==> src/shared/psp_pkg.sv <==
// package for the parallel slave host port: register map, fields, reset values
// assumes a 32-bit apb master with 12-bit byte addresses
package psp_pkg;

  localparam int unsigned ADDR_W = 12;
  localparam int unsigned DEPTH = 16;
  localparam int unsigned PTR_W = 4;

  // register indices; byte address is four times the index
  localparam logic [9:0] IDX_IRQ_ENABLE = 10'h0a8;
  localparam logic [9:0] IDX_HOST_STATUS = 10'h0ac;
  localparam logic [9:0] IDX_CONTROL = 10'h0ad;
  localparam logic [9:0] IDX_STATUS = 10'h0ae;
  localparam logic [9:0] IDX_DATA = 10'h0af;

  // port_control_register fields
  localparam int unsigned CTL_ENABLE = 7;
  localparam int unsigned CTL_BUSY_IE = 6;
  localparam int unsigned CTL_RUN_IE = 5;
  localparam int unsigned CTL_WS_LSB = 2;
  localparam int unsigned CTL_WS_MSB = 4;

  // port_status_register fields
  localparam int unsigned STA_EMPTY = 7;
  localparam int unsigned STA_BUSY = 6;
  localparam int unsigned STA_RUN = 5;
  localparam int unsigned STA_READY = 4;

  // host_status_register fields
  localparam int unsigned HST_BUSY = 7;

  // interrupt_enable_register_one field
  localparam int unsigned IEN_GLOBAL = 0;

  // reset values
  localparam logic [7:0] RST_CONTROL = 8'h00;
  localparam logic [6:0] RST_STATUS_CODE = 7'h00;
  localparam logic [7:0] RST_STATUS = 8'h80;

  typedef enum logic [1:0] {
    PSP_WR_IDLE,
    PSP_WR_WAIT,
    PSP_WR_HOLD
  } psp_wr_state_t;

endpackage

==> src/verilog/psp_host_port.sv <==
// parallel slave port: host pins, 16-byte fifo, apb register file, busy/run interrupt
// assumes host strobes are asynchronous; data and address are stable while strobes are low
//
// Overview of operation
// - port ignores the host until the interface enable bit is set
// - while enabled, shared pins are inputs with pull-ups off
// - host uses 8-bit data, address line, read, write strobes, chip select
// - host traffic goes through a 16-byte fifo with interrupt capability
// - host read at address 1 returns host status: busy plus software code
// - host write at address 1 pushes the byte into the fifo
// - host read at address 0 pops the next fifo byte filled by the cpu
// - host write at address 0 pushes the byte for the cpu to consume
// - write data is sampled 1 to 8 clocks after the write strobe start is detected
// - first host byte at address 1 sets the processing busy flag
// - software clears busy; host-visible busy follows it low
// - software-loaded status code is returned on later host status reads
// - firmware checks the fifo empty flag before each data read
// - cpu transfers move byte by byte under a software handshake
// - software may clear busy as soon as the far peripheral is ready
// - host write to full or read from empty fifo sets the run flag
// - on overrun the host byte is dropped, fifo untouched
// - on underrun the host read repeats the previous byte
// - enabled busy or run flag with global enable raises the interrupt
// - software can set and clear the processing busy flag directly
// - host-visible busy reads 0 to software and ignores writes
// - seven low host status bits are a software status code
// - ready flag sets when a byte awaits the host, clears at read end

module psp_host_port (
  // clock and reset
  input wire logic pclk,
  input wire logic presetn,
  // apb slave
  input wire logic psel,
  input wire logic penable,
  input wire logic pwrite,
  input wire logic [psp_pkg::ADDR_W-1:0] paddr,
  input wire logic [31:0] pwdata,
  output logic [31:0] prdata,
  output logic pready,
  output logic pslverr,
  // host pins
  input wire logic host_cs_n,
  input wire logic host_read_strobe_n,
  input wire logic host_write_strobe_n,
  input wire logic host_address_line,
  input wire logic [7:0] host_data_in,
  output logic [7:0] host_data_out,
  output logic host_data_oe_n,
  // pin configuration
  output logic pin_input_mode,
  output logic pin_pullup_off,
  // interrupt
  output logic irq
);

  ////////////////////////////////////////////////////////////////////////////
  // register decode

  function automatic logic reg_hit(input logic [psp_pkg::ADDR_W-1:0] a, input logic [9:0] idx);
    reg_hit = (a[1:0] == 2'h0) && (a[psp_pkg::ADDR_W-1:2] == idx);
  endfunction

  logic [7:0] control;
  logic global_irq_en;
  logic [6:0] host_status_code;
  logic busy;
  logic run_err;
  logic ready;

  wire setup_phase = psel & ~penable;
  wire access_done = psel & penable & pready;
  wire hit_ien = reg_hit(paddr, psp_pkg::IDX_IRQ_ENABLE);
  wire hit_hst = reg_hit(paddr, psp_pkg::IDX_HOST_STATUS);
  wire hit_ctl = reg_hit(paddr, psp_pkg::IDX_CONTROL);
  wire hit_sta = reg_hit(paddr, psp_pkg::IDX_STATUS);
  wire hit_dat = reg_hit(paddr, psp_pkg::IDX_DATA);
  wire hit_any = hit_ien | hit_hst | hit_ctl | hit_sta | hit_dat;
  wire wr_ien = access_done & pwrite & hit_ien;
  wire wr_hst = access_done & pwrite & hit_hst;
  wire wr_ctl = access_done & pwrite & hit_ctl;
  wire wr_sta = access_done & pwrite & hit_sta;
  wire wr_dat = access_done & pwrite & hit_dat;
  wire rd_dat = access_done & ~pwrite & hit_dat;

  wire enabled = control[psp_pkg::CTL_ENABLE];
  wire [2:0] write_sample_delay = control[psp_pkg::CTL_WS_MSB:psp_pkg::CTL_WS_LSB];

  ////////////////////////////////////////////////////////////////////////////
  // host strobe synchronisers

  // async inputs: only the second stage is looked at
  logic [2:0] sync_a;
  logic [2:0] sync_b;
  wire [2:0] raw_in = {host_cs_n, host_read_strobe_n, host_write_strobe_n};

  genvar gi;
  generate
    for (gi = 0; gi < 3; gi++) begin : g_sync
      always_ff @(posedge pclk or negedge presetn) begin
        if (!presetn) begin
          sync_a[gi] <= 1'b1;
          sync_b[gi] <= 1'b1;
        end else begin
          sync_a[gi] <= raw_in[gi];
          sync_b[gi] <= sync_a[gi];
        end
      end
    end
  endgenerate

  logic rd_prev;
  logic wr_prev;
  wire rd_act = ~sync_b[2] & ~sync_b[1] & enabled;
  wire wr_act = ~sync_b[2] & ~sync_b[0] & enabled;
  wire rd_start = rd_act & ~rd_prev;
  wire rd_end = ~rd_act & rd_prev;
  wire wr_start = wr_act & ~wr_prev;

  always_ff @(posedge pclk or negedge presetn) begin
    if (!presetn) begin
      rd_prev <= 1'b0;
      wr_prev <= 1'b0;
    end else begin
      rd_prev <= rd_act;
      wr_prev <= wr_act;
    end
  end

  ////////////////////////////////////////////////////////////////////////////
  // fifo

  logic [7:0] mem [psp_pkg::DEPTH];
  logic [psp_pkg::PTR_W-1:0] wptr;
  logic [psp_pkg::PTR_W-1:0] rptr;
  logic [psp_pkg::PTR_W:0] count;

  wire fifo_empty = (count == 5'h00);
  wire fifo_full = (count == 5'h10);

  // host write sampling
  psp_pkg::psp_wr_state_t wr_state;
  psp_pkg::psp_wr_state_t next_wr_state;
  logic [2:0] wr_cnt;
  logic wr_addr;
  logic rd_addr;

  wire sample_now = (wr_state == psp_pkg::PSP_WR_WAIT) && wr_act && (wr_cnt == write_sample_delay);
  wire host_push = sample_now & ~fifo_full;
  wire host_overrun = sample_now & fifo_full;
  wire host_pop = rd_start & ~host_address_line & ~fifo_empty;
  wire host_underrun = rd_start & ~host_address_line & fifo_empty;
  // head seen at setup; a byte that lands or leaves after it is never popped unseen
  logic rd_head_ok;
  // host wins a same-cycle clash; the cpu access is dropped, firmware handshakes anyway
  wire cpu_push = wr_dat & ~fifo_full & ~host_push & enabled;
  wire cpu_pop = rd_dat & rd_head_ok & ~host_pop & enabled;
  wire push = host_push | cpu_push;
  wire pop = host_pop | cpu_pop;
  wire [7:0] push_data = host_push ? host_data_in : pwdata[7:0];

  wire [psp_pkg::PTR_W:0] next_count = count + {4'h0, push} - {4'h0, pop};

  always_ff @(posedge pclk) begin
    if (push) begin
      mem[wptr] <= push_data;
    end
  end

  // disabling flushes the fifo, so a re-enabled port always starts empty
  always_ff @(posedge pclk or negedge presetn) begin
    if (!presetn) begin
      wptr <= 4'h0;
      rptr <= 4'h0;
      count <= 5'h00;
    end else if (!enabled) begin
      wptr <= 4'h0;
      rptr <= 4'h0;
      count <= 5'h00;
    end else begin
      wptr <= wptr + {3'h0, push};
      rptr <= rptr + {3'h0, pop};
      count <= next_count;
    end
  end

  ////////////////////////////////////////////////////////////////////////////
  // host write sequencer

  always_comb begin
    next_wr_state = wr_state;
    case (wr_state)
      psp_pkg::PSP_WR_IDLE: begin
        if (wr_start) begin
          next_wr_state = psp_pkg::PSP_WR_WAIT;
        end
      end
      psp_pkg::PSP_WR_WAIT: begin
        // a strobe released before the sample point drops the byte
        if (!wr_act) begin
          next_wr_state = psp_pkg::PSP_WR_IDLE;
        end else if (sample_now) begin
          next_wr_state = psp_pkg::PSP_WR_HOLD;
        end
      end
      psp_pkg::PSP_WR_HOLD: begin
        if (!wr_act) begin
          next_wr_state = psp_pkg::PSP_WR_IDLE;
        end
      end
      default: begin
        next_wr_state = psp_pkg::PSP_WR_IDLE;
      end
    endcase
  end

  always_ff @(posedge pclk or negedge presetn) begin
    if (!presetn) begin
      wr_state <= psp_pkg::PSP_WR_IDLE;
      wr_cnt <= 3'h0;
      wr_addr <= 1'b0;
    end else begin
      wr_state <= next_wr_state;
      if (wr_start) begin
        wr_cnt <= 3'h0;
        wr_addr <= host_address_line;
      end else if (wr_state == psp_pkg::PSP_WR_WAIT) begin
        // counting starts at the start edge, so a delay of 0 samples one clock later
        wr_cnt <= wr_cnt + 3'h1;
      end
    end
  end

  ////////////////////////////////////////////////////////////////////////////
  // host read path

  wire [7:0] host_status_word = {busy, host_status_code};

  // underrun repeats the last fifo byte, not a status word read in between
  logic [7:0] last_data;
  wire [7:0] host_read_byte = host_address_line ? host_status_word :
                              fifo_empty ? last_data : mem[rptr];

  always_ff @(posedge pclk or negedge presetn) begin
    if (!presetn) begin
      host_data_out <= 8'h00;
      host_data_oe_n <= 1'b1;
      rd_addr <= 1'b0;
      last_data <= 8'h00;
    end else begin
      host_data_oe_n <= ~rd_act;
      if (rd_start) begin
        rd_addr <= host_address_line;
        host_data_out <= host_read_byte;
      end
      if (host_pop) begin
        last_data <= mem[rptr];
      end
    end
  end

  ////////////////////////////////////////////////////////////////////////////
  // flags

  // first host byte at address 1 marks the device busy; set beats software clear
  wire busy_set = host_push & wr_addr;
  wire busy_sw_set = wr_sta & pwdata[psp_pkg::STA_BUSY];
  wire busy_sw_clr = wr_sta & ~pwdata[psp_pkg::STA_BUSY];
  wire run_set = host_overrun | host_underrun;
  wire run_clr = wr_sta & ~pwdata[psp_pkg::STA_RUN];
  wire ready_clr = rd_end & ~rd_addr;

  always_ff @(posedge pclk or negedge presetn) begin
    if (!presetn) begin
      busy <= 1'b0;
      run_err <= 1'b0;
      ready <= 1'b0;
    end else begin
      busy <= busy_set | busy_sw_set | (busy & ~busy_sw_clr);
      run_err <= run_set | (run_err & ~run_clr);
      ready <= cpu_push | (ready & ~ready_clr);
    end
  end

  ////////////////////////////////////////////////////////////////////////////
  // software registers

  logic [7:0] next_control;

  always_comb begin
    next_control = 8'h00;
    next_control[psp_pkg::CTL_ENABLE] = pwdata[psp_pkg::CTL_ENABLE];
    next_control[psp_pkg::CTL_BUSY_IE] = pwdata[psp_pkg::CTL_BUSY_IE];
    next_control[psp_pkg::CTL_RUN_IE] = pwdata[psp_pkg::CTL_RUN_IE];
    next_control[psp_pkg::CTL_WS_MSB:psp_pkg::CTL_WS_LSB] = pwdata[psp_pkg::CTL_WS_MSB:psp_pkg::CTL_WS_LSB];
  end

  always_ff @(posedge pclk or negedge presetn) begin
    if (!presetn) begin
      control <= psp_pkg::RST_CONTROL;
      global_irq_en <= 1'b0;
      host_status_code <= psp_pkg::RST_STATUS_CODE;
    end else begin
      if (wr_ctl) begin
        control <= next_control;
      end
      if (wr_ien) begin
        global_irq_en <= pwdata[psp_pkg::IEN_GLOBAL];
      end
      if (wr_hst) begin
        host_status_code <= pwdata[6:0];
      end
    end
  end

  // reserved bits read 0; the empty bit is what firmware paces its data reads on
  logic [7:0] status_word;
  always_comb begin
    status_word = 8'h00;
    status_word[psp_pkg::STA_EMPTY] = fifo_empty;
    status_word[psp_pkg::STA_BUSY] = busy;
    status_word[psp_pkg::STA_RUN] = run_err;
    status_word[psp_pkg::STA_READY] = ready;
  end
  wire [7:0] read_mux = hit_ien ? {7'h00, global_irq_en} :
                        hit_hst ? {1'b0, host_status_code} :
                        hit_ctl ? control :
                        hit_sta ? status_word :
                        hit_dat ? mem[rptr] : 8'h00;

  // one wait-free access: answer is prepared in the setup cycle
  always_ff @(posedge pclk or negedge presetn) begin
    if (!presetn) begin
      pready <= 1'b0;
      pslverr <= 1'b0;
      prdata <= 32'h0000_0000;
      rd_head_ok <= 1'b0;
    end else begin
      pready <= setup_phase;
      pslverr <= setup_phase & ~hit_any;
      if (setup_phase) begin
        prdata <= {24'h00_0000, read_mux};
        rd_head_ok <= ~fifo_empty & ~host_pop;
      end
    end
  end

  ////////////////////////////////////////////////////////////////////////////
  // pins and interrupt

  wire irq_src = (busy & control[psp_pkg::CTL_BUSY_IE]) | (run_err & control[psp_pkg::CTL_RUN_IE]);

  always_ff @(posedge pclk or negedge presetn) begin
    if (!presetn) begin
      pin_input_mode <= 1'b0;
      pin_pullup_off <= 1'b0;
    end else begin
      pin_input_mode <= enabled;
      pin_pullup_off <= enabled;
    end
  end

  // a level, not a pulse: the request drops only when firmware clears a flag or an enable
  always_ff @(posedge pclk or negedge presetn) begin
    if (!presetn) begin
      irq <= 1'b0;
    end else begin
      irq <= global_irq_en & irq_src;
    end
  end

endmodule // psp_host_port

==> config.mk <==
export PLATFORM = sky130hd
export DESIGN_NAME = psp_host_port
export DESIGN_NICKNAME = d
export VERILOG_FILES = /design/src/shared/psp_pkg.sv /design/src/verilog/psp_host_port.sv
export SDC_FILE = /design/constraint.sdc
export NUM_CORES = 1
export LEC_CHECK = 0
export BUFFER_PORTS_ARGS = -buffer_cell sky130_fd_sc_hd__buf_2
export CAP_MARGIN = 25
export CORE_MARGIN = 2
export CORE_UTILIZATION = 52
export CTS_CLUSTER_DIAMETER = 150
export DETAILED_ROUTE_END_ITERATION = 10
export PLACE_DENSITY = 0.75
export REMOVE_ABC_BUFFERS = 1
export SYNTH_ARGS = -nofsm -noshare
export SYNTH_HDL_FRONTEND = slang
export SYNTH_SLANG_ARGS = --single-unit
==> constraint.sdc <==
create_clock -name pclk -period 2.9 [get_ports pclk]
set_input_delay 0.29 -clock pclk [delete_from_list [all_inputs] [get_ports pclk]]
set_output_delay 0.29 -clock pclk [all_outputs]
set_load 0.05 [all_outputs]
==> results of run 1 <==
## stage by stage
step	hold slack, ns	worst slack [ns]	total power, mW	instance area [µm²]
2_1_floorplan	-0.005591	-0.7074	3.300	8648
3_3_place_gp	0.3456	0.003398	3.392	9534
3_5_place_dp	0.3488	-0.07295	3.400	9542
4_1_cts	0.04151	0.004447	5.953	10260
5_1_grt	0.06238	-0.09321	6.075	10330
6_report	0.04314	0.03984	5.919	10330
## synthesized netlist by cell type, types with 7 or more instances
library cell	n	area (µm²)
sky130_fd_sc_hd__buf_4	26	195.2
sky130_fd_sc_hd__nor2_1	40	150.1
sky130_fd_sc_hd__mux4_2	29	653.1
sky130_fd_sc_hd__nand3_1	7	35.03
sky130_fd_sc_hd__o21ai_0	9	45.04
sky130_fd_sc_hd__dfrtp_1	68	1702
sky130_fd_sc_hd__xor2_1	7	61.31
sky130_fd_sc_hd__nand2_1	52	195.2
sky130_fd_sc_hd__nor2b_1	9	56.30
sky130_fd_sc_hd__a21oi_1	27	135.1
sky130_fd_sc_hd__o211ai_1	11	82.58
sky130_fd_sc_hd__inv_1	19	71.32
sky130_fd_sc_hd__buf_2	8	40.04
sky130_fd_sc_hd__and2_1	12	75.07
sky130_fd_sc_hd__dfstp_2	7	183.9
sky130_fd_sc_hd__mux2_2	34	382.9
sky130_fd_sc_hd__nor3_1	10	50.05
sky130_fd_sc_hd__a22oi_1	9	67.56
sky130_fd_sc_hd__clkbuf_1	19	71.32
sky130_fd_sc_hd__edfxtp_1	128	3844
sky130_fd_sc_hd__nand2b_1	7	43.79
sky130_fd_sc_hd__ha_1	11	137.6
## registers in the layout (all words and copies together), names as in the netlist, 2 cells and up
register,count
control,6
count,5
host_data_out,8
host_status_code,7
last_data,8
mem,128
prdata,8
rptr,4
sync_a,3
sync_b,3
wptr,4
wr_cnt,3
wr_state,2
## layout by cell type (no fill, tap or decap), types with 10 or more instances in the layout
cell type,n
sky130_fd_sc_hd__mux2_2,34
sky130_fd_sc_hd__a21oi_1,26
sky130_fd_sc_hd__mux4_2,29
sky130_fd_sc_hd__nor3_1,10
sky130_fd_sc_hd__and2_1,12
sky130_fd_sc_hd__nand2_1,52
sky130_fd_sc_hd__inv_1,14
sky130_fd_sc_hd__conb_1,24
sky130_fd_sc_hd__buf_4,43
sky130_fd_sc_hd__edfxtp_1,128
sky130_fd_sc_hd__o211ai_1,11
sky130_fd_sc_hd__clkbuf_16,21
sky130_fd_sc_hd__nor2_1,36
sky130_fd_sc_hd__dfrtp_1,67
sky130_fd_sc_hd__buf_2,57
## report_power, final
group	total (mW)	internal [mW]	leakage (nW)	switching, mW
logic	0.240	0.0490	1.56	0.191
clock network	2.57	1.52	0.324	1.05
registers	3.11	3.10	2.12	0.00785
## cell families after synthesis
| family | count (synthesis) |
|---|---|
| compound gates | 82 |
| xor+xnor | 12 |
| fa+ha+maj | 12 |
| buf+inv | 74 |
| flops | 203 |
| mux | 67 |
| other cells | 1 |
| simple gates | 169 |
## layout make-up
type	instances	area, µm²	share of cell area (%)
sequential	203	5731	55.46
multi-input combinational	366	2919	28.25
timing repair buffer	106	688.2	6.660
clock buffer	25	550.5	5.328
tap	220	275.3	2.664
clock inverter	10	97.59	0.9445
inverter	19	71.32	0.6902
## worst max-delay path: cells and delay by family (launching register included)
kind	cells	cell delay, ns
adders and majority gates	4	0.79
AOI/OAI and AO/OA	1	0.13
buffers and inverters	5	0.35
DFF	1	0.38
and+or+nand+nor	6	1.09
## per-layer routing
layer  GRT usage (%)  up-vias  wire [µm]
met5               0        -          0
met4           6.023        0        430
met3           3.341       35       1138
met2           36.44      192       9864
met1           30.33     2802       8104
li1                -     2466          -
## final timing paths
kind / start / endpoint / slack, ns / cells after the start
min: pwdata[7] / control[7]$_DFFE_PN0P_ / 0.04 / 2
min reg2reg: sync_a[2]$_DFF_PN1_ / sync_b[2]$_DFF_PN1_ / 0.35 / 0
max in group asynchronous: presetn / rptr[0]$_DFF_PN0_ / 1.78 / 2
max reg2reg: count[3]$_DFF_PN0_ / count[4]$_DFF_PN0_ / 0.04 / 16
min in group asynchronous: presetn / host_status_code[4]$_DFFE_PN0P_ / 0.47 / 2
max: count[3]$_DFF_PN0_ / count[4]$_DFF_PN0_ / 0.04 / 16
## repair_timing
item / CTS / global route
gates resized for setup: 5 / 13
hold buffers: 4 / 0
setup endpoints to repair: 1 / 10
endpoints found under the hold margin: 71 / 0
setup buffers: 1 / 4
pin swaps: 4 / 7
==> results_dict.tcl, run 1 <==
set metrics [dict create \
    post_synth_xor_area_fraction_pct 1.183 \
    worstPathArrival_ns 3.25 \
    critical-path-max-stage-delay_ns 0.38 \
    hold_path_class "input port to flop" \
    dominantRegCellSynth "sky130_fd_sc_hd__edfxtp_1" \
    setup_viol 0 \
    place.detailed.hpwl_um 13170 \
    grt_max_degree 76 \
    skew_ns 0.02128 \
    synth.area.mux_share_pct 12.11 \
    worst_slew_pin_slew_ns 0.9226 \
    yosys.area_share.adder_pct 1.775 \
    grt_pass1_vias 5408 \
    timing.final.crit_share_pct 98.63 \
    drt_pre_antenna_iters 5 \
    post-route-util_pct 62.09 \
    fin_nets 789 \
    synth-edff-count 128 \
    drc 0 \
    ir_worst_vdd_mv 0.4740 \
    slew_headroom_pct 38.50 \
    insertion_delay_ns 0.50 \
    max_freq_ghz 0.3496 \
    crit_path_cell_trace "inv_2, ha_4, nor4bb_2, buf_4, nor4b_4, nor2_2, ha_1, inv_2, ha_4, inv_2, fa_2, inv_2, a21oi_2, nor2_1, or3_1, and3_1" \
    area_growth_syn_to_layout_pct 16.31 \
    final-max-slew-violation-count 0 \
    hold_violations 0 \
    cellPowerDensity_mw_per_mm2 572.9 \
    clk_path_buf_depth 3 \
    dieArea_mm2 0.01815 \
    ys_seq_area_share_pct 64.49 \
    cts.reportedPaths.clkPinSlew_ns 0.06 \
    critPathLaunchType "flop" \
    inserted_clock_buffers 20 \
    grt_antenna_before_repair 0 \
    filler_cell_count 1201 \
    numPlacedInstances 905 \
    cpMostUsedCell "sky130_fd_sc_hd__inv_2" \
    post-route-min-period_ns 2.860 \
    port_buffers 58 \
    leakagePower_nw 3.999 \
    fin_cells 949 \
    antenna_cell_count 0 \
    die_width_um 134.7 \
    per_cell_routed_wire_length_um 20.59 \
    max_cap_viol_count 0 \
    track_usage_pct 21.86 \
    area_share_of_and_or_nand_nor_cells_after_synthesis_pct 10.04 \
    floorplan.initialDensity_pct 53.38 \
    totalNegativeSetupSlack_ns 0 \
    htree_levels 1 \
    largest_family_of_logic_cells_by_synthesized_area "multiplexers" \
    run_status "completed" \
    crit_path_max_fanout 2 \
    sinks_on_clock_net 203 \
    synth_compound_area_share_pct 5.930 \
    synth_area_per_cell_um2 14.33 \
    synth.ff_latch_count 203 \
    yosysWarningCount 0 \
    global_route_wire_length_before_repair_um 30130 \
    cts_tree "done" \
    synth.distinct_cells 58 \
    core_region_area_mm2 0.01664 \
    core.rowCount 47 \
    critPathRequiredTime_ns 3.29 \
    crit_path_top_delay_cell "sky130_fd_sc_hd__dfrtp_1" \
    async_set_or_reset_register_ratio_after_synthesis_pct 36.95 \
    pin_count 107 \
    grt_setup_unrepaired "yes" \
    start_to_end_type_of_the_worst_setup_path "flop to flop" \
    drt_first_iter_violations 464 \
    root_buffer "sky130_fd_sc_hd__clkbuf_16" \
    post_synth_inst_count 620 \
    vias 5495 \
    finalWirelength_um 19540 \
    globalplace.congestion 0.8831 \
    timing.critical_path.to_type "flop" \
    dieHeight_um 134.7 \
    gr-total-overflow 0 \
    detail-route-antenna-nets 0 \
    share_of_final_layout_standard_cells_stronger_than_drive_strength_1_pct 31.00 \
    route.detailed.vias_per_inst 5.790 \
    post_synth_instance_area_mm2 0.008884 \
]
No activity file was read; power rests on OpenSTA's default activity.
==> run 2, diff against run 1 <==
--- a/config.mk
+++ b/config.mk
@@ -5,13 +5,14 @@
 export SDC_FILE = /design/constraint.sdc
 export NUM_CORES = 1
 export LEC_CHECK = 0
+export ABC_AREA = 1
 export BUFFER_PORTS_ARGS = -buffer_cell sky130_fd_sc_hd__buf_2
 export CAP_MARGIN = 25
 export CORE_MARGIN = 2
-export CORE_UTILIZATION = 52
+export CORE_UTILIZATION = 53
 export CTS_CLUSTER_DIAMETER = 150
 export DETAILED_ROUTE_END_ITERATION = 10
-export PLACE_DENSITY = 0.75
+export PLACE_DENSITY = 0.76
 export REMOVE_ABC_BUFFERS = 1
 export SYNTH_ARGS = -nofsm -noshare
 export SYNTH_HDL_FRONTEND = slang
==> results_dict.tcl, run 2 <==
set metrics [dict create \
    largest_register_ffs 128 \
    cpMostUsedCell "sky130_fd_sc_hd__inv_1" \
    worst_r2r_path_depth 16 \
    insertion_delay_ns 0.51 \
    critPathLaunchType "flop" \
    clock_power_share_pct 46.3 \
    yosys.area.top_type "sky130_fd_sc_hd__edfxtp_1" \
    root_buffer "sky130_fd_sc_hd__clkbuf_16" \
    gr-total-overflow 0 \
    power.share.sequential_pct 50.2 \
    hold_path_class "input port to flop" \
    max_cap_viol_count 0 \
    yosysWarningCount 0 \
    yosys-top-cells-area "sky130_fd_sc_hd__edfxtp_1, sky130_fd_sc_hd__dfrtp_1, sky130_fd_sc_hd__nand2_1" \
    post_synth_inst_count 1007 \
    floorplan.initialDensity_pct 54.48 \
    die_width_um 137.6 \
    area_growth_syn_to_layout_pct 15.47 \
    pin_count 107 \
    ir_worst_vdd_mv 0.5228 \
    grt_max_degree 76 \
    post_synth_instance_area_mm2 0.009455 \
    cellPowerDensity_mw_per_mm2 564.8 \
    synth.most_common_cell "sky130_fd_sc_hd__nand2_1" \
    synth-edff-count 128 \
    crit_path_top_delay_cell "sky130_fd_sc_hd__dfrtp_1" \
    crit_path_max_fanout 3 \
    hold_violations 0 \
    timing.critical_path.max_delay_family "adder cells" \
    slew_headroom_pct 47.96 \
    most_flop_heavy_register "mem" \
    timing.critical_path.to_type "flop" \
    skew_ns 0.01319 \
    antenna_cell_count 0 \
    synth.ff_latch_count 203 \
    finalWirelength_um 21260 \
    place.detailed.hpwl_um 14490 \
    grt_antenna_before_repair 0 \
    htree_levels 1 \
    ys_top_cells_by_count "sky130_fd_sc_hd__nand2_1, sky130_fd_sc_hd__edfxtp_1, sky130_fd_sc_hd__inv_1, sky130_fd_sc_hd__nor2_1, sky130_fd_sc_hd__dfrtp_1" \
    vias 6941 \
    final_common_cell "sky130_fd_sc_hd__nand2_1" \
    async_set_or_reset_register_ratio_after_synthesis_pct 36.95 \
    port_buffers 58 \
    intPower_mw 4.859 \
    synth.distinct_cells 39 \
    worst_slew_pin_slew_ns 0.7777 \
    route.detailed.vias_per_inst 5.149 \
    crit_cells 16 \
    preCtsSetupSlack_ns 0.01016 \
    post-route-util_pct 62.90 \
    power.share.switching_pct 21.21 \
    core.rowCount 48 \
    most_used_cells_in_the_layout_excluding_fill_and_tap_cells "sky130_fd_sc_hd__nand2_1, sky130_fd_sc_hd__edfxtp_1, sky130_fd_sc_hd__inv_1" \
    critical-path-max-stage-delay_ns 0.39 \
    max_freq_ghz 0.3611 \
    critPathRequiredTime_ns 3.29 \
    fin_nets 1180 \
    run_status "completed" \
    sinks_on_clock_net 203 \
    setup_slack_of_the_critical_path_after_layout_ns 0.1304 \
    track_usage_pct 23.44 \
    post-route-min-period_ns 2.770 \
    drt_pre_antenna_iters 5 \
    ys_seq_area_share_pct 60.59 \
    yosys.area.top_type_share_pct 40.65 \
    cts_tree "done" \
    power.net_switching_mw 1.308 \
    detail-route-antenna-nets 0 \
    dieArea_mm2 0.01892 \
    clk_path_buf_depth 3 \
    global_route_wire_length_before_repair_um 33610 \
    setup_viol 0 \
    grt_pass1_vias 6441 \
    timing.final.crit_share_pct 95.51 \
    filler_cell_count 1406 \
    numPlacedInstances 1299 \
    final-max-slew-violation-count 0 \
    power.share.combinational_pct 3.5 \
    path_buf_inv 4 \
    drt_first_iter_violations 758 \
    worstPathArrival_ns 3.16 \
    start_to_end_type_of_the_worst_setup_path "flop to flop" \
    leakagePower_nw 4.956 \
    dieHeight_um 137.6 \
    post-layout-total-power_mw 6.166 \
    per_cell_routed_wire_length_um 15.77 \
    core_region_area_mm2 0.01736 \
    share_of_final_layout_standard_cells_stronger_than_drive_strength_1_pct 18.25 \
    min_delay_path_depth 3 \
    drc 0 \
    crit_path_cell_trace "inv_2, ha_4, nand3_1, or2_2, clkinv_1, nor2_2, a31o_2, ha_1, inv_1, ha_2, inv_1, fa_2, o21ai_2, a21oi_2, xor2_1, nor2_1" \
    fin_cells 1348 \
    dominantRegCellSynth "sky130_fd_sc_hd__edfxtp_1" \
    inserted_clock_buffers 22 \
    cts.reportedPaths.clkPinSlew_ns 0.06 \
    synth_area_per_cell_um2 9.390 \
    globalplace.congestion 0.8910 \
]
## run 2: metal layers
layer | track usage [%] | vias up | part of all wire [%]
met5 | 0 | - | 0
li1 | - | 3379 | -
met1 | 33.52 | 3239 | 43
met3 | 3.532 | 46 | 7.7
met4 | 7.503 | 0 | 2.5
met2 | 37.18 | 277 | 47
## run 2: worst paths after layout
path,from,endpoint,slack (ns)
setup / recovery,count[3]$_DFF_PN0_,count[4]$_DFF_PN0_,0.13
hold / removal,pwdata[0],global_irq_en$_DFFE_PN0P_,0.03
setup reg to reg,count[3]$_DFF_PN0_,count[4]$_DFF_PN0_,0.13
hold reg to reg,sync_a[1]$_DFF_PN1_,sync_b[1]$_DFF_PN1_,0.35
max in group asynchronous,presetn,host_data_oe_n$_DFF_PN1_,2.22
min in group asynchronous,presetn,control[4]$_DFFE_PN0P_,0.33
## run 2: logic make-up (layout without fill, tap and decap cells)
group	count (synthesis)	count (layout)	synth area share [%]
flops	203	203	60.59
simple gates	522	522	23.14
fa+ha+maj	12	12	1.667
xor+xnor	8	8	0.7411
other cells	1	24	0.03966
compound gates	86	86	5.161
buf+inv	175	268	8.654
## run 2: area by class of cell
cell class / count / area (µm²) / share of cell area (%)
well taps: 225 / 281.5 / 2.578
inverters: 121 / 454.2 / 4.160
repair buffers: 107 / 690.7 / 6.326
multi-input cells: 652 / 3019 / 27.65
clock inverters: 13 / 151.4 / 1.387
clock buffers: 27 / 590.6 / 5.409
flip-flops and latches: 203 / 5731 / 52.49
## run 2: stage by stage
stage,TNS (ns),hold WS [ns],cell area [µm²]
6_report,0,0.02881,10920
3_5_place_dp,0,0.3468,10050
5_1_grt,-0.007837,0.04009,10920
3_3_place_gp,0,0.3461,10050
2_1_floorplan,-0.03281,-0.005591,9178
4_1_cts,0,0.01432,10840
## run 2: what timing repair did
action                                 4_1_cts  5_1_grt
cloned                                       0        0
hold buffers                                 4        0
endpoints found under the hold margin       71        0
pin swaps                                    0        4
setup buffers                                0        4
setup endpoints to repair                    1        1
gates resized for setup                      1        8
## run 2: tightest hold or removal path: cells and delay by family
| family | cells | cell delay (ns) |
|---|---|---|
| compound gates | 1 | 0.07 |
| buf+inv | 2 | 0.14 |
## run 2: power groups by stage
stage | logic [mW] | clock network (mW) | registers, mW
floorplan | 0.112 | 0 | 3.16
global placement | 0.206 | 0 | 3.15
detailed placement | 0.209 | 0 | 3.15
CTS | 0.213 | 2.89 | 3.09
global route | 0.234 | 3.02 | 3.09
finish | 0.217 | 2.86 | 3.09
==> run 3, diff against run 2 <==
--- a/config.mk
+++ b/config.mk
@@ -12,7 +12,7 @@
 export CORE_UTILIZATION = 53
 export CTS_CLUSTER_DIAMETER = 150
 export DETAILED_ROUTE_END_ITERATION = 10
-export PLACE_DENSITY = 0.76
+export PLACE_DENSITY = 0.75
 export REMOVE_ABC_BUFFERS = 1
 export SYNTH_ARGS = -nofsm -noshare
 export SYNTH_HDL_FRONTEND = slang
==> results_dict.tcl, run 3 (same netlist as run 2, synthesis figures left out) <==
set metrics [dict create \
    globalplace.congestion 0.9211 \
    totalNegativeSetupSlack_ns 0 \
    filler_cell_count 1404 \
    post-route-min-period_ns 2.728 \
    min_delay_path_depth 2 \
    skew_ns 0.01176 \
    critPathLaunchType "flop" \
    core.rowCount 48 \
    finalWirelength_um 21240 \
    slew_headroom_pct 47.44 \
    global_route_wire_length_before_repair_um 32740 \
    grt_antenna_before_repair 0 \
    track_usage_pct 22.92 \
    start_to_end_type_of_the_worst_setup_path "flop to flop" \
    sequential_cell_area_mm2 0.005731 \
    fin_nets 1178 \
    port_buffers 58 \
    final_common_cell "sky130_fd_sc_hd__nand2_1" \
    crit_path_top_delay_cell "sky130_fd_sc_hd__dfrtp_1" \
    final-max-slew-violation-count 0 \
    cts_tree "done" \
    place.detailed.hpwl_um 14300 \
    critPathRequiredTime_ns 3.28 \
    htree_levels 1 \
    critical_path.reg2reg.startpoint "count[2]$_DFF_PN0_" \
    worst_slew_pin_slew_ns 0.7855 \
    timing.critical_path.to_type "flop" \
    hold_endpoint "pready$_DFF_PN0_" \
    cts.reportedPaths.clkPinSlew_ns 0.06 \
    drt_first_iter_violations 626 \
    die_width_um 137.6 \
    grt_max_degree 76 \
    gr-total-overflow 0 \
    multi_input_comb_area_mm2 0.003004 \
    share_of_final_layout_standard_cells_stronger_than_drive_strength_1_pct 17.66 \
    area_growth_syn_to_layout_pct 14.94 \
    vias 6901 \
    dieHeight_um 137.6 \
    setup_viol 0 \
    holdCritStartpoint "penable" \
    max_freq_ghz 0.3666 \
    worst_r2r_path_depth 16 \
    grt_pass1_vias 6311 \
    crit_path_max_fanout 2 \
    largest_register_ffs 128 \
    setup.reg_to_reg.worst_slack_ns 0.17 \
    pin_count 107 \
    timing.final.crit_share_pct 94.06 \
    drc 0 \
    inserted_clock_buffers 22 \
    cellPowerDensity_mw_per_mm2 557.3 \
    grt_setup_unrepaired "no" \
    antenna_cell_count 0 \
    leakagePower_nw 4.920 \
    max_cap_viol_count 0 \
    hold_path_class "input port to flop" \
    route.detailed.vias_per_inst 5.127 \
    most_used_cells_in_the_layout_excluding_fill_and_tap_cells "sky130_fd_sc_hd__nand2_1, sky130_fd_sc_hd__edfxtp_1, sky130_fd_sc_hd__inv_1" \
    crit_path_cell_trace "inv_2, ha_2, nand3_1, or2_4, inv_2, nor2_2, a31o_2, ha_1, inv_1, ha_2, inv_1, fa_2, o21ai_1, a21oi_1, xor2_1, nor2_1" \
    ir_worst_vdd_mv 0.4358 \
    worstPathArrival_ns 3.10 \
    hold_violations 0 \
    detail-route-antenna-nets 0 \
    insertion_delay_ns 0.50 \
    per_cell_routed_wire_length_um 15.78 \
    run_status "completed" \
    sinks_on_clock_net 203 \
    dieArea_mm2 0.01892 \
    clk_path_buf_depth 3 \
    critical-path-max-stage-delay_ns 0.39 \
    floorplan.initialDensity_pct 54.48 \
    core_region_area_mm2 0.01736 \
    post-route-util_pct 62.62 \
    timing.rr.end "count[4]$_DFF_PN0_" \
    most_flop_heavy_register "mem" \
    root_buffer "sky130_fd_sc_hd__clkbuf_16" \
    drt_pre_antenna_iters 5 \
]
## run 3: worst max-delay path by stage
stage | slack (ns) | end | startpoint | depth (start not counted)
floorplan | -0.03 | count[4]$_DFF_PN0_ | control[7]$_DFFE_PN0P_ | 14
global placement | 0.13 | count[4]$_DFF_PN0_ | count[3]$_DFF_PN0_ | 16
detailed placement | 0.05 | count[4]$_DFF_PN0_ | count[3]$_DFF_PN0_ | 16
CTS | 0.007 | count[4]$_DFF_PN0_ | count[2]$_DFF_PN0_ | 16
global route | 0.04 | count[4]$_DFF_PN0_ | count[2]$_DFF_PN0_ | 16
finish | 0.17 | count[4]$_DFF_PN0_ | count[2]$_DFF_PN0_ | 16
## run 3: area by class of cell
cell class | count | area share, %
sequential | 203 | 52.73
multi-input combinational | 652 | 27.64
timing repair buffer | 105 | 6.332
clock buffer | 31 | 5.664
inverter | 121 | 4.179
tap | 225 | 2.590
clock inverter | 9 | 0.8635
## run 3: stage by stage
step	cell area [µm²]	worst slack, ns	power (mW)	hold WS, ns	std cells
2_1_floorplan	9178	-0.03281	3.270	-0.005591	976
3_3_place_gp	10060	0.1270	3.355	0.3460	1298
3_5_place_dp	10060	0.04883	3.358	0.3468	1298
4_1_cts	10810	0.007466	6.090	0.03186	1342
5_1_grt	10870	0.03900	6.231	0.04913	1346
6_report	10870	0.1723	6.057	0.03887	1346
## run 3: what timing repair did
| action | CTS | global route |
|---|---|---|
| setup buffers | 0 | 2 |
| setup endpoints to repair | 0 | 1 |
| hold buffers | 4 | 0 |
| hold endpoints to repair | 71 | 0 |
| gates resized for setup | 0 | 8 |
## run 3: routing by layer
metal	vias up	global-route usage (%)	share of wire, %
met2	252	37.09	48
li1	3378	-	-
met1	3233	32.34	43
met3	38	3.348	7.0
met4	0	6.930	2.5
met5	-	0	0
## run 3: where the power goes
group | total [mW] | leakage (nW) | switching (mW) | internal [mW]
clock | 2.75 | 0.344 | 1.09 | 1.66
combinational | 0.215 | 2.47 | 0.169 | 0.0458
sequential | 3.09 | 2.10 | 0.00258 | 3.09
total | 6.06 | 4.92 | 1.27 | 4.79
## run 3: critical path, delay by kind of cell, from the launching register on
kind	cells	cell delay [ns]
flip-flops	1	0.39
AO/OA/AOI/OAI	3	0.45
adder cells (fa/ha/maj)	4	0.98
XOR/XNOR	1	0.14
buffers and inverters	4	0.26
AND/OR/NAND/NOR	4	0.39
